[config.mk]
export PLATFORM = sky130hd
export DESIGN_NAME = cwf_top
export DESIGN_NICKNAME = d
export VERILOG_FILES = /design/src/rtl/cwf_pkg.sv /design/src/rtl/cwf_top.sv
export VERILOG_INCLUDE_DIRS = /design/src /design/src/rtl
export SDC_FILE = /design/constraint.sdc
export NUM_CORES = 1
export LEC_CHECK = 0
export BUFFER_PORTS_ARGS = -buffer_cell sky130_fd_sc_hd__clkbuf_2
export CORE_MARGIN = 2
export CORE_UTILIZATION = 23
export DETAILED_ROUTE_END_ITERATION = 7
export GPL_ROUTABILITY_DRIVEN = 0
export SYNTH_ARGS = -nofsm -noshare
export SYNTH_HDL_FRONTEND = slang
export SYNTH_SLANG_ARGS = --single-unit
export TNS_END_PERCENT = 30
[constraint.sdc]
create_clock -name aclk -period 2.8 [get_ports aclk]
set_input_delay 0.56 -clock aclk [delete_from_list [all_inputs] [get_ports aclk]]
set_output_delay 0.56 -clock aclk [all_outputs]
set_load 0.05 [all_outputs]
[src/rtl/cwf_params.svh]
/*
  Offsets, field positions and reset values of the comparator window filter.
  Assumes AXI4-Lite with 32-bit data and one register per aligned word.
*/
`ifndef CWF_PARAMS_SVH
`define CWF_PARAMS_SVH
`define CWF_OFF_CTRL      8'h00
`define CWF_OFF_FILT      8'h04
`define CWF_OFF_STAT      8'h08
`define CWF_CTRL_ACTIVE   0
`define CWF_CTRL_FLIP     1
`define CWF_CTRL_GATE     2
`define CWF_CTRL_EXT      3
`define CWF_FILT_CNT_LSB  0
`define CWF_SAMPLE_PERIOD_LSB  8
`define CWF_STAT_FINAL    0
`define CWF_STAT_GATED    1
`define CWF_STAT_RISE     2
`define CWF_STAT_FALL     3
`define CWF_STAT_RISE_ON  4
`define CWF_STAT_FALL_ON  5
`define CWF_RST_CTRL      4'h0
`define CWF_RST_BYTE      8'h00
`endif

[src/rtl/cwf_pkg.sv]
/*
  Types of the comparator window filter.
  Assumes nothing beyond the parameter header.
*/
package cwf_pkg;
  typedef logic [1:0] cwf_resp_type;
  localparam cwf_resp_type CWF_OKAY   = 2'h0;
  localparam cwf_resp_type CWF_SLVERR = 2'h2;
  typedef enum logic [1:0] {
    CWF_SRC_NONE = 2'b00,
    CWF_SRC_EXT  = 2'b01,
    CWF_SRC_DIV  = 2'b10
  } cwf_src_type;
endpackage

[src/rtl/cwf_top.sv]
/*
  Digital back end of an analog comparator: polarity, window gating,
  sampling filter, edge flags, interrupt request, AXI4-Lite registers.
  Assumes analog_result, window_strobe and sample_strobe are synchronous
  to aclk.
*/
`timescale 1ns/10ps
`include "cwf_params.svh"

module cwf_top (
  input  wire logic        aclk,
  input  wire logic        aresetn,
  input  wire logic [7:0]  s_axi_awaddr,
  input  wire logic        s_axi_awvalid,
  output logic             s_axi_awready,
  input  wire logic [31:0] s_axi_wdata,
  input  wire logic [3:0]  s_axi_wstrb,
  input  wire logic        s_axi_wvalid,
  output logic             s_axi_wready,
  output logic [1:0]       s_axi_bresp,
  output logic             s_axi_bvalid,
  input  wire logic        s_axi_bready,
  input  wire logic [7:0]  s_axi_araddr,
  input  wire logic        s_axi_arvalid,
  output logic             s_axi_arready,
  output logic [31:0]      s_axi_rdata,
  output logic [1:0]       s_axi_rresp,
  output logic             s_axi_rvalid,
  input  wire logic        s_axi_rready,
  input  wire logic        analog_result,
  input  wire logic        window_strobe,
  input  wire logic        sample_strobe,
  output logic             final_output,
  output logic             gated_raw_output,
  output logic             irq
);
  logic [3:0]  ctrl;
  logic [7:0]  agree_count;
  logic [7:0]  sample_period;
  logic        rise_flag;
  logic        fall_flag;
  logic        rise_irq_on;
  logic        fall_irq_on;
  logic        aw_held;
  logic        w_held;
  logic [7:0]  aw_addr;
  logic [31:0] w_data;
  logic [3:0]  w_strb;
  logic        gated_q;
  logic        filt_out;
  logic [7:0]  agree_run;
  logic [7:0]  div_cnt;
  logic        strobe_prev;
  logic        final_prev;

  wire active           = ctrl[`CWF_CTRL_ACTIVE];
  wire polarity_flip    = ctrl[`CWF_CTRL_FLIP];
  wire gate_on          = ctrl[`CWF_CTRL_GATE];
  wire ext_trigger_pick = ctrl[`CWF_CTRL_EXT];

  // comparator stage
  wire cmp = active & (analog_result ^ polarity_flip);
  assign gated_raw_output = gate_on ? gated_q : cmp;

  // filter source selection
  wire filt_en = (agree_count != 8'h00) & (ext_trigger_pick | (sample_period != 8'h00));
  cwf_pkg::cwf_src_type src;
  assign src = !filt_en ? cwf_pkg::CWF_SRC_NONE :
               ext_trigger_pick ? cwf_pkg::CWF_SRC_EXT : cwf_pkg::CWF_SRC_DIV;
  wire ext_tick = sample_strobe & ~strobe_prev;
  wire div_tick = (div_cnt == sample_period - 8'h01);
  logic tick;
  always_comb begin
    case (src)
      cwf_pkg::CWF_SRC_EXT: tick = ext_tick;
      cwf_pkg::CWF_SRC_DIV: tick = div_tick;
      default:              tick = 1'b0;
    endcase
  end
  wire differs    = gated_raw_output != filt_out;
  wire agree_done = (agree_run + 8'h01) >= agree_count;
  wire final_pre  = filt_en ? filt_out : gated_raw_output;
  assign final_output = final_pre;
  wire rise_evt = final_pre & ~final_prev;
  wire fall_evt = ~final_pre & final_prev;
  assign irq = (rise_flag & rise_irq_on) | (fall_flag & fall_irq_on);

  // bus decode
  wire do_write = aw_held & w_held & ~s_axi_bvalid;
  wire wr_ctrl  = do_write & (aw_addr == `CWF_OFF_CTRL) & w_strb[0];
  wire wr_cnt   = do_write & (aw_addr == `CWF_OFF_FILT) & w_strb[0];
  wire wr_per   = do_write & (aw_addr == `CWF_OFF_FILT) & w_strb[1];
  wire wr_stat  = do_write & (aw_addr == `CWF_OFF_STAT) & w_strb[0];
  wire wr_hit   = (aw_addr == `CWF_OFF_CTRL) | (aw_addr == `CWF_OFF_FILT) |
                  (aw_addr == `CWF_OFF_STAT);
  wire clr_rise = wr_stat & w_data[`CWF_STAT_RISE];
  wire clr_fall = wr_stat & w_data[`CWF_STAT_FALL];
  wire rd_hit   = (s_axi_araddr == `CWF_OFF_CTRL) | (s_axi_araddr == `CWF_OFF_FILT) |
                  (s_axi_araddr == `CWF_OFF_STAT);
  wire [31:0] stat_word = {26'h0000000, fall_irq_on, rise_irq_on, fall_flag, rise_flag,
                           gated_raw_output, final_pre};
  wire [31:0] rd_mux = (s_axi_araddr == `CWF_OFF_CTRL) ? {28'h0000000, ctrl} :
                       (s_axi_araddr == `CWF_OFF_FILT) ? {16'h0000, sample_period, agree_count} :
                       (s_axi_araddr == `CWF_OFF_STAT) ? stat_word : 32'h00000000;
  assign s_axi_awready = ~aw_held;
  assign s_axi_wready  = ~w_held;
  assign s_axi_arready = ~s_axi_rvalid;

  always_ff @(posedge aclk) begin
    if (!aresetn) begin
      aw_held      <= 1'b0;
      w_held       <= 1'b0;
      aw_addr      <= 8'h00;
      w_data       <= 32'h00000000;
      w_strb       <= 4'h0;
      s_axi_bvalid <= 1'b0;
      s_axi_bresp  <= cwf_pkg::CWF_OKAY;
    end else begin
      if (s_axi_awvalid && !aw_held) begin
        aw_held <= 1'b1;
        aw_addr <= {s_axi_awaddr[7:2], 2'h0};
      end else if (do_write) begin
        aw_held <= 1'b0;
      end
      if (s_axi_wvalid && !w_held) begin
        w_held <= 1'b1;
        w_data <= s_axi_wdata;
        w_strb <= s_axi_wstrb;
      end else if (do_write) begin
        w_held <= 1'b0;
      end
      if (do_write) begin
        s_axi_bvalid <= 1'b1;
        s_axi_bresp  <= wr_hit ? cwf_pkg::CWF_OKAY : cwf_pkg::CWF_SLVERR;
      end else if (s_axi_bready) begin
        s_axi_bvalid <= 1'b0;
      end
    end
  end

  always_ff @(posedge aclk) begin
    if (!aresetn) begin
      s_axi_rvalid <= 1'b0;
      s_axi_rdata  <= 32'h00000000;
      s_axi_rresp  <= cwf_pkg::CWF_OKAY;
    end else if (s_axi_arvalid && !s_axi_rvalid) begin
      s_axi_rvalid <= 1'b1;
      s_axi_rdata  <= rd_mux;
      s_axi_rresp  <= rd_hit ? cwf_pkg::CWF_OKAY : cwf_pkg::CWF_SLVERR;
    end else if (s_axi_rready) begin
      s_axi_rvalid <= 1'b0;
    end
  end

  // control registers
  always_ff @(posedge aclk) begin
    if (!aresetn) begin
      ctrl          <= `CWF_RST_CTRL;
      agree_count   <= `CWF_RST_BYTE;
      sample_period <= `CWF_RST_BYTE;
      rise_irq_on   <= 1'b0;
      fall_irq_on   <= 1'b0;
    end else begin
      if (wr_ctrl) ctrl <= w_data[3:0];
      if (wr_cnt) agree_count <= w_data[`CWF_FILT_CNT_LSB +: 8];
      if (wr_per) sample_period <= w_data[`CWF_SAMPLE_PERIOD_LSB +: 8];
      if (wr_stat) begin
        rise_irq_on <= w_data[`CWF_STAT_RISE_ON];
        fall_irq_on <= w_data[`CWF_STAT_FALL_ON];
      end
    end
  end

  // edge flags: a new edge wins over a clearing write
  always_ff @(posedge aclk) begin
    if (!aresetn) begin
      rise_flag  <= 1'b0;
      fall_flag  <= 1'b0;
      final_prev <= 1'b0;
    end else begin
      final_prev <= final_pre;
      rise_flag  <= rise_evt | (rise_flag & ~clr_rise);
      fall_flag  <= fall_evt | (fall_flag & ~clr_fall);
    end
  end

  // window latch
  always_ff @(posedge aclk) begin
    if (!aresetn) begin
      gated_q <= 1'b0;
    end else if (window_strobe) begin
      gated_q <= cmp;
    end
  end

  // sampling filter; disabled settings return it to a known zero state
  always_ff @(posedge aclk) begin
    if (!aresetn || !filt_en) begin
      filt_out    <= 1'b0;
      agree_run   <= 8'h00;
      div_cnt     <= 8'h00;
      strobe_prev <= 1'b0;
    end else begin
      strobe_prev <= sample_strobe;
      div_cnt     <= div_tick ? 8'h00 : div_cnt + 8'h01;
      if (tick) begin
        if (!differs) begin
          agree_run <= 8'h00;
        end else if (agree_done) begin
          filt_out  <= gated_raw_output;
          agree_run <= 8'h00;
        end else begin
          agree_run <= agree_run + 8'h01;
        end
      end
    end
  end

  property p_continuous;
    @(posedge aclk) disable iff (!aresetn)
    (!gate_on && !filt_en) |-> final_output == (active & (analog_result ^ polarity_flip));
  endproperty
  a_continuous: assert property (p_continuous) else $error("continuous path wrong");

  property p_disabled;
    @(posedge aclk) disable iff (!aresetn)
    (!active && !gate_on && !filt_en) |-> !final_output;
  endproperty
  a_disabled: assert property (p_disabled) else $error("inactive output not zero");

  property p_rise;
    @(posedge aclk) disable iff (!aresetn)
    (final_output && !$past(final_output)) |=> rise_flag;
  endproperty
  a_rise: assert property (p_rise) else $error("rise flag missed");

  property p_irq;
    @(posedge aclk) disable iff (!aresetn)
    (fall_flag && fall_irq_on) |-> irq;
  endproperty
  a_irq: assert property (p_irq) else $error("interrupt missing");

  property p_hold;
    @(posedge aclk) disable iff (!aresetn)
    (gate_on && !window_strobe) ##1 gate_on |-> $stable(gated_raw_output);
  endproperty
  a_hold: assert property (p_hold) else $error("window value not held");

  property p_window;
    @(posedge aclk) disable iff (!aresetn)
    (gate_on && window_strobe) ##1 gate_on |-> gated_raw_output == $past(cmp);
  endproperty
  a_window: assert property (p_window) else $error("window sample wrong");

  property p_filt_zero;
    @(posedge aclk) disable iff (!aresetn)
    !filt_en |=> !filt_out;
  endproperty
  a_filt_zero: assert property (p_filt_zero) else $error("filter not cleared");

  property p_change_on_tick;
    @(posedge aclk) disable iff (!aresetn)
    (filt_en && $past(filt_en) && $changed(filt_out)) |-> $past(tick);
  endproperty
  a_change_on_tick: assert property (p_change_on_tick) else $error("filter moved off tick");

  property p_sampler;
    @(posedge aclk) disable iff (!aresetn)
    (filt_en && agree_count == 8'h01 && tick) ##1 filt_en |-> filt_out == $past(gated_raw_output);
  endproperty
  a_sampler: assert property (p_sampler) else $error("sampler missed sample");

  property p_ext_tick;
    @(posedge aclk) disable iff (!aresetn)
    (filt_en && ext_trigger_pick && $past(filt_en) && sample_strobe && !$past(sample_strobe))
      |-> tick;
  endproperty
  a_ext_tick: assert property (p_ext_tick) else $error("strobe rise not sampled");

  property p_div_tick;
    @(posedge aclk) disable iff (!aresetn)
    (filt_en && !ext_trigger_pick && tick) ##1 (filt_en && $stable(ctrl) && $stable(sample_period))
      |-> (sample_period == 8'h01) || !tick;
  endproperty
  a_div_tick: assert property (p_div_tick) else $error("divider ticked twice");
endmodule // cwf_top

==> results of run 1 <==
[repair_timing]
action	CTS	global route
buffers inserted	0	0
resized for setup	0	4
endpoints found under the hold margin	0	0
setup endpoints to repair	0	6
[worst paths after layout]
check,start,end,slack [ns]
max,agree_run[0],agree_run[5],0.13
min,s_axi_rready,s_axi_rvalid,0.40
max reg2reg,agree_run[0],agree_run[5],0.13
min reg2reg,w_data[10],w_data[10],0.45
[where the power goes]
| group | leakage, nW | internal (mW) | total (mW) | switching (mW) |
|---|---|---|---|---|
| clock network | 0.141 | 0.625 | 1.18 | 0.557 |
| registers | 0.730 | 1.31 | 1.32 | 0.0177 |
| logic | 1.31 | 0.0585 | 0.220 | 0.161 |
[metrics by stage]
step                      utilization  worst slack [ns]  instances  total power [mW]  hold slack [ns]
after floorplan                     -             0.306        516              1.53            0.436
after global placement          0.267            0.0750        782              1.58            0.442
after detailed placement        0.267            0.0291        782              1.58            0.447
after CTS                       0.283            0.0241        798              2.76            0.390
after global routing            0.284           -0.0747        798              2.83            0.401
final                           0.284             0.128        798              2.73            0.400
[area by class of cell]
type | count | area (µm²) | share of cell area
multi-input cells | 362 | 2240 | 0.437
well taps | 229 | 287 | 0.0558
repair buffers | 81 | 440 | 0.0857
flip-flops and latches | 90 | 1800 | 0.351
inverters | 20 | 75.1 | 0.0146
clock buffers | 9 | 225 | 0.0438
clock inverters | 7 | 65.1 | 0.0127
[state kept, by name, summed over array words and instances, names as in the netlist, 2 cells and up]
signal and cells:
ctrl 4, agree_run 8, w_strb 2, w_data 16, div_cnt 8, sample_period 8
s_axi_rdata 16, agree_count 8, aw_addr 6
[Yosys cell counts (6+ instances only)]
library cell and instances:
dfxtp_1 90, nor2_1 72, nand2_1 60, mux2i_1 34, a21oi_1 29, clkbuf_1 20, inv_1 19, buf_4 18
nand3_1 16, a22oi_1 15, ha_1 12, xnor2_1 11, xor2_1 11, o21ai_0 8, nand4_1 6, nor2b_1 6
or4_1 6
[cell usage in the layout (no fill, tap or decap), types with 6 or more instances in the layout]
| cell type | Yosys | layout |
|---|---|---|
| a21oi_1 | 29 | 29 |
| a22oi_1 | 15 | 15 |
| buf_4 | 18 | 14 |
| clkbuf_16 | 0 | 9 |
| clkbuf_2 | 0 | 67 |
| conb_1 | 1 | 18 |
| dfxtp_1 | 90 | 89 |
| ha_1 | 12 | 12 |
| inv_1 | 19 | 19 |
| mux2i_1 | 34 | 34 |
| nand2_1 | 60 | 60 |
| nand3_1 | 16 | 16 |
| nand4_1 | 6 | 6 |
| nor2_1 | 72 | 72 |
| nor2b_1 | 6 | 6 |
| o21ai_0 | 8 | 7 |
| or4_1 | 6 | 6 |
| xnor2_1 | 11 | 11 |
| xor2_1 | 11 | 11 |
[layer usage]
layer  wire, µm  vias to the layer above
met1       5200                     1625
met5          0                        -
li1           -                     1808
met2       4700                       77
met3        537                       14
met4        145                        0
[kinds of logic (layout without fill, tap and decap cells)]
kind of cell | Yosys count | in the layout | share of synthesized area
adders and majority gates | 12 | 12 | 0.0351
other | 1 | 18 | 0.000876
and+or+nand+nor | 193 | 193 | 0.211
DFF | 90 | 90 | 0.421
AOI/OAI and AO/OA | 83 | 83 | 0.133
buffers and inverters | 64 | 117 | 0.0748
muxes | 34 | 34 | 0.0795
xor gates and xnor gates | 22 | 22 | 0.0450
==> impl_metrics.ini, run 1 <==
[outcome]
status = complete, no violations

[finish]
layout-drive-gt1-share = 0.193
diodes = 0
finish.net_count = 638
final_cell_area_um2 = 5140
n_fill_cell = 1923
syn_to_final_growth_pct = 20.0

[timing]
fmaxAchievable_mhz = 374
min_period_ns = 2.67
slew_violations = 0
worstMarginPinSlew_ns = 0.662
setup-violations-final = 0
hold_viol = 0
fin_crit_sh = 0.954
grt_setup_unrepaired = yes
tns_ns = 0
slew-limit-headroom = 0.558
fin_worst_skew_ns = 0.00916

[synthesis]
syn_inst = 499
yosysTopAreaCell = dfxtp_1
yosysSeqAreaShare = 0.421
syn_avg_cell_area_um2 = 8.58
ys_seq_elements = 90
synthArstFlopShare = 0
synth_top_cell_area_share = 0.421
synth_ff_type = dfxtp_1
yosys_warnings = 0
synth_edf_count = 0
synth.distinct_cells = 57
netlist_top_cells_area = dfxtp_1, mux2i_1, nor2_1
syn_area_um2 = 4280

[routing]
drt_iter0_markers = 213
vias = 3524
first_pass_iters = 4
ant_nets = 0
drt-total-wl_mm = 10.6
wl_per_cell_um = 13.3
vias_per_cell = 4.42
drc_errors = 0

[placement]
place_area_um2 = 4840
io_buffers = 67
dp_hpwl_mm = 7.88

[setup_path]
cp.depth = 12
slowest_delay_ns = 0.41
cp_data_arrival_time_ns = 2.95
reg2reg_depth = 12
cpMostUsedCell = ha_1
crit_family = compound AO/OA/AOI/OAI gates
crit_path_start_kind = register
crit_type = reg -> reg
path_cells = ha_1, nand3_1, nor2_1, xor2_1, ha_1, nor3_1, o21ai_0, a41oi_2, o21ai_2, or2_2, a31o_2, a21oi_1
crit_buf_inv = 0
worstSetupEndpointType = register
slowest_stage = dfxtp_1
crit_required_ns = 3.08
critPathMaxFanout = 5

[clock_tree]
clkTransAtPathRegs_ns = 0.07
clk_latency_ns = 0.35
htree_levels = 3
cts-root-buf = clkbuf_16
cts_inserted_buffers = 9
ctsHoldBuffers = 0
clock_sinks = 90
clockBufferDepth = 2
cts_tree = built

[floorplanning]
ios = 106
floorplan.die.height_um = 140
initial_core_util = 0.237
die_area_um2 = 19700
num_rows = 49
dieWidth_um = 140
core_area_um2 = 18100

[grt]
grt_pass1_wl_mm = 17.2
busiest_layer = met2
antenna_found_initial = 0
gr-usage-met1 = 0.149
met3_usage = 0.0256
grt_pass1_vias = 3312
grt-ovfl-total = 0
grtUsageTotal = 0.109
grt_use_met2 = 0.168
grt_max_degree = 36

[pwr]
leakage_nw = 2.18
ir_worst_vdd_mv = 0.274
p_per_area_nw_per_um2 = 531

[hold_path]
whs_path_depth = 2
worst_hold_path_type = in -> reg

[job]
maxCapViolations = 0
Note: power is estimated with default switching activity, not from simulation.
==> inputs of run 2 (changes only) <==
--- a/config.mk
+++ b/config.mk
@@ -7,7 +7,6 @@
 export NUM_CORES = 1
 export LEC_CHECK = 0
 export BUFFER_PORTS_ARGS = -buffer_cell sky130_fd_sc_hd__clkbuf_2
-export CORE_MARGIN = 2
 export CORE_UTILIZATION = 23
 export DETAILED_ROUTE_END_ITERATION = 7
 export GPL_ROUTABILITY_DRIVEN = 0
==> constraint.sdc (replaced) <==
create_clock -name aclk -period 2.8 [get_ports aclk]
set_input_delay 0.28 -clock aclk [delete_from_list [all_inputs] [get_ports aclk]]
set_output_delay 0.28 -clock aclk [all_outputs]
set_load 0.05 [all_outputs]
==> run 2 against run 1 <==
Register-to-register slack gained 0.08 ns. Critical path type unchanged. Setup slack improved by 0.082 ns. Routed wire length down 0.21%. Worst hold slack got worse by 0.29 ns. The flow now finishes with violations (DRC). Flip-flop and latch count is the same.
==> impl_metrics.ini, run 2 (synthesized netlist as in run 1, its figures left out) <==
[floorplanning]
dieWidth_um = 138
die_area_um2 = 19200
ios = 106
num_rows = 49
initial_core_util = 0.237
core_area_um2 = 18100
floorplan.die.height_um = 138

[pwr]
p_total_mw = 2.89
leakage_nw = 2.19
p_per_area_nw_per_um2 = 559
ir_worst_vdd_mv = 0.270

[timing]
hold_viol = 0
fmaxAchievable_mhz = 386
setup-violations-final = 0
min_period_ns = 2.59
fin_crit_sh = 0.925
tns_ns = 0
slew_violations = 0
fin_worst_skew_ns = 0.00755
slew-limit-headroom = 0.562
worstMarginPinSlew_ns = 0.656

[clock_tree]
clock_sinks = 90
cts_resized = 0
clkTransAtPathRegs_ns = 0.07
clockBufferDepth = 2
cts_inserted_buffers = 9
clk_latency_ns = 0.35
post_cts_buffers = 0
htree_levels = 3
cts_tree = built
cts-root-buf = clkbuf_16
ctsHoldBuffers = 0

[finish]
most-common-layout-cells = dfxtp_1, nor2_1, clkbuf_2, nand2_1, mux2i_1
finish.net_count = 635
reg_top3 = s_axi_rdata x16, w_data x16
final_util = 0.286
final_cell_area_um2 = 5170
layout-drive-gt1-share = 0.191
final_common_cell = dfxtp_1
syn_to_final_growth_pct = 20.7
finalNonFillerCells = 796

[setup_path]
r2r-start = sample_period[0]
worstSetupEndpointType = register
crit_type = reg -> reg
crit_path_start_kind = register
startpoint = sample_period[0]
critPathMaxFanout = 8
cp_data_arrival_time_ns = 2.87
crit_required_ns = 3.08
ff2ff_setup_slack_ns = 0.21
worst_r2r_endpoint = agree_run[2]
reg2reg_depth = 9

[grt]
grt_max_degree = 41
grt-ovfl-total = 0
antenna_found_initial = 0
grtUsageTotal = 0.115
grt_pass1_vias = 3305
grt_pass1_wl_mm = 17.4

[job]
maxCapViolations = 0

[routing]
first_pass_iters = 6
drt-total-wl_mm = 10.6
ant_nets = 0
drt_iter0_markers = 151
drc_errors = 20
vias_per_cell = 4.34
wl_per_cell_um = 13.3
vias = 3451

[hold_path]
holdCritStartpoint = s_axi_rready
worstHoldEndpoint = s_axi_rvalid
worst_hold_path_type = in -> reg
whs_path_depth = 2

[placement]
dp_hpwl_mm = 7.73
io_buffers = 67
dp_cells = 779
place_area_um2 = 4820

[outcome]
status = finished with violations
violations = DRC
-- run 2: cell count changes in the layout (fill, tap and decap cells not counted), sizes merged --
| cell | previous run | this run |
|---|---|---|
| diode | 0 | 1 |
| inv | 25 | 23 |
| clkinvlp | 1 | 0 |
| clkbuf | 76 | 77 |
| buf | 14 | 11 |
| bufinv | 0 | 2 |
-- run 2: worst max-delay path: stages (launching register included) --
cell and delay, ns:
dfxtp_1 0.43, inv_1 0.09, ha_1 0.25, and2_1 0.18
o21a_1 0.18, o31ai_1 0.27, o311ai_2 0.21, o21a_4 0.28
or4_1 0.47, o22ai_1 0.15
-- run 2: worst max path at each step --
stage,to,cells past startpoint
final,agree_run[2],9
after global routing,agree_run[5],12
after CTS,agree_run[5],12
after detailed placement,agree_run[5],12
after global placement,agree_run[5],12
after floorplan,agree_run[5],12
-- run 2: layer usage --
| layer | GRT usage | share of wire |
|---|---|---|
| met3 | 0.0267 | 0.047 |
| met1 | 0.155 | 0.50 |
| met2 | 0.175 | 0.43 |
| met4 | 0.0491 | 0.017 |
| met5 | 0 | 0 |
-- run 2: layout make-up --
class / instances / area (µm²)
Timing Repair Buffer: 78 / 430
Sequential cell: 90 / 1800
Clock buffer: 10 / 239
Tap cell: 229 / 287
Fill cell: 1944 / 12900
Antenna cell: 1 / 2.50
Inverter: 20 / 75.1
Multi-Input combinational cell: 362 / 2240
Clock inverter: 6 / 95.1
-- run 2: power by group --
part	switching (mW)	internal (mW)	total [mW]
Clock	0.527	0.817	1.34
Combinational	0.162	0.0595	0.221
Sequential	0.0175	1.31	1.32
Total	0.706	2.18	2.89
-- run 2: per-stage QoR --
step           setup WS, ns  hold slack [ns]
2_1_floorplan         0.398            0.380
3_3_place_gp         0.0589            0.440
3_5_place_dp         0.0987            0.446
4_1_cts              0.0660            0.107
5_1_grt             -0.0112            0.112
6_report              0.209            0.113
==> inputs of run 3 (changes only) <==
--- a/config.mk
+++ b/config.mk
@@ -6,6 +6,7 @@
 export SDC_FILE = /design/constraint.sdc
 export NUM_CORES = 1
 export LEC_CHECK = 0
+export ABC_AREA = 1
 export BUFFER_PORTS_ARGS = -buffer_cell sky130_fd_sc_hd__clkbuf_2
 export CORE_UTILIZATION = 23
 export DETAILED_ROUTE_END_ITERATION = 7
==> run 3 against run 2 <==
The flow now finishes without violations. Die area is 2.9% higher. Flip-flop and latch count stayed put. Power is 0.29% lower. Clock skew is 0.0044 ns lower. Critical endpoint is now final_output. Highest routed layer unchanged.
==> impl_metrics.ini, run 3 <==
[grt]
grt_pass1_vias = 3739
grt_pass1_wl_mm = 18.7
grt-ovfl-total = 0
grtUsageTotal = 0.121
grt_max_degree = 52
antenna_found_initial = 0

[synthesis]
netlist_top_cells_area = dfxtp_1, nand2_1, nor2_1
yosysSeqAreaShare = 0.409
synthTopCellsByCount = nand2_1, nor2_1, dfxtp_1
syn_inst = 627
synth_edf_count = 0
synth_ff_type = dfxtp_1
syn_area_um2 = 4410
synthArstFlopShare = 0
ys_seq_elements = 90
synth.distinct_cells = 37
yosysMostFrequentCell = nand2_1
syn_avg_cell_area_um2 = 7.03
yosys_warnings = 0
synth_top_cell_area_share = 0.409
yosysTopAreaCell = dfxtp_1

[floorplanning]
num_rows = 50
ios = 106
initial_core_util = 0.235
floorplan.die.height_um = 140
die_area_um2 = 19700
dieWidth_um = 140
core_area_um2 = 18800

[setup_path]
slowest_stage = dfxtp_1
critPathMaxFanout = 8
cp_data_arrival_time_ns = 2.27
crit_buf_inv = 3
slowest_delay_ns = 0.33
crit_path_start_kind = register
worstSetupEndpointType = output port
crit_family = simple AND/OR/NAND/NOR gates
crit_type = reg -> out
path_cells = inv_1, ha_1, nor3b_1, nand3_1, nand2_1, nand2_1, o21ai_1, inv_1, clkbuf_2
crit_required_ns = 2.52

[timing]
fin_crit_sh = 0.911
fin_worst_skew_ns = 0.00320
worstMarginPinSlew_ns = 0.618
setup-violations-final = 0
slew_violations = 0
hold_viol = 0
tns_ns = 0
fmaxAchievable_mhz = 392
grt_setup_unrepaired = no
timing.hold.ws_ns = 0.122
slew-limit-headroom = 0.584
min_period_ns = 2.55

[routing]
drt_iter0_markers = 162
ant_nets = 0
first_pass_iters = 4
drc_errors = 0
vias_per_cell = 4.21
wl_per_cell_um = 11.9
drt-total-wl_mm = 11.1
vias = 3920

[clock_tree]
clkTransAtPathRegs_ns = 0.06
htree_levels = 3
cts-root-buf = clkbuf_16
clk_latency_ns = 0.35
ctsHoldBuffers = 0
clock_sinks = 90
clockBufferDepth = 2
cts_inserted_buffers = 9
cts_tree = built

[pwr]
p_clk_frac = 0.444
p_per_area_nw_per_um2 = 549
p_sw_mw = 0.729
netSwitchingFraction = 0.253
p_total_mw = 2.88
ir_worst_vdd_mv = 0.281
internal-power_mw = 2.15
leakage_nw = 2.39
p_comb_frac = 0.092
p_seq_frac = 0.464

[finish]
n_fill_cell = 2051
reg_top3 = s_axi_rdata x16, w_data x16
finish.net_count = 766
final_common_cell = nand2_1
most-common-layout-cells = nand2_1, nor2_1, dfxtp_1, inv_1, clkbuf_2
layout-drive-gt1-share = 0.155
diodes = 0
syn_to_final_growth_pct = 19.1
final_cell_area_um2 = 5250

[outcome]
status = complete, no violations

[job]
maxCapViolations = 0

[placement]
dp_hpwl_mm = 8.47
io_buffers = 67
place_area_um2 = 4930

[hold_path]
worst_hold_path_type = in -> reg
[run 3: cell count changes after synthesis, sizes merged, moves of 11 or more]
cell   before  now
o21ai      12   65
a21oi      29   55
a22oi      15    0
inv        19   90
nor2       72  100
nand3      17   28
nand2      60  103
mux2i      34    0
[run 3: power groups by stage]
| stage | Sequential, mW | Clock, mW | Combinational (mW) |
|---|---|---|---|
| final | 1.34 | 1.28 | 0.265 |
| after global routing | 1.34 | 1.37 | 0.298 |
| after floorplan | 1.38 | 0 | 0.194 |
| after global placement | 1.37 | 0 | 0.266 |
| after detailed placement | 1.37 | 0 | 0.268 |
| after CTS | 1.34 | 1.31 | 0.269 |
[run 3: kinds of logic after synthesis]
logic type                 Yosys count  share of synthesized area
and+or+nand+nor                    256                      0.256
xor gates and xnor gates            11                     0.0219
other                                1                   0.000850
adders and majority gates           12                     0.0341
buffers and inverters              126                      0.125
DFF                                 90                      0.409
AOI/OAI and AO/OA                  131                      0.154
[run 3: final cells by class]
type,instances,area (µm²),area share
inverter,91,342,0.0651
clock buffer,13,270,0.0515
timing repair buffer,72,373,0.0710
tap,234,293,0.0558
multi-input combinational,428,2120,0.405
clock inverter,3,46.3,0.00882
sequential,90,1800,0.343
[run 3: stage by stage]
stage | setup slack (ns) | instances | utilization
after floorplan | 0.677 | 644 | -
after global placement | 0.323 | 915 | 0.263
after detailed placement | 0.266 | 915 | 0.263
after CTS | 0.209 | 931 | 0.279
after global routing | 0.0326 | 931 | 0.280
final | 0.250 | 931 | 0.280
[run 3: worst paths after layout]
path                                       start  cells after the start  slack, ns           end
worst max-delay path            sample_period[0]                      9       0.25  final_output
worst min-delay path               window_strobe                      2       0.12       gated_q
worst max register to register      agree_run[0]                     12       0.36  agree_run[5]
worst min register to register        final_prev                      1       0.45     rise_flag
[run 3: what timing repair did]
item                                   4_1_cts  5_1_grt
setup endpoints to repair                    0        4
endpoints found under the hold margin        0        0
resized for setup                            0        1
buffers inserted                             0        0
[run 3: routing by layer]
layer  vias to the layer above  GRT usage  routed length (µm)  part of all wire
met3                        14     0.0294                 440             0.040
met4                         0     0.0475                 203             0.018
met1                      1724      0.162                5690              0.51
li1                       2098          -                   -                 -
met5                         -          0                   0                 0
met2                        84      0.187                4760              0.43
[run 3: worst reg2reg max path, delay by kind of cell (launching register included)]
family                     cells  cell delay (ns)
AOI/OAI and AO/OA              2             0.32
xor gates and xnor gates       1             0.26
adders and majority gates      1             0.29
buffers and inverters          1             0.08
DFF                            1             0.40
and+or+nand+nor                7             1.04
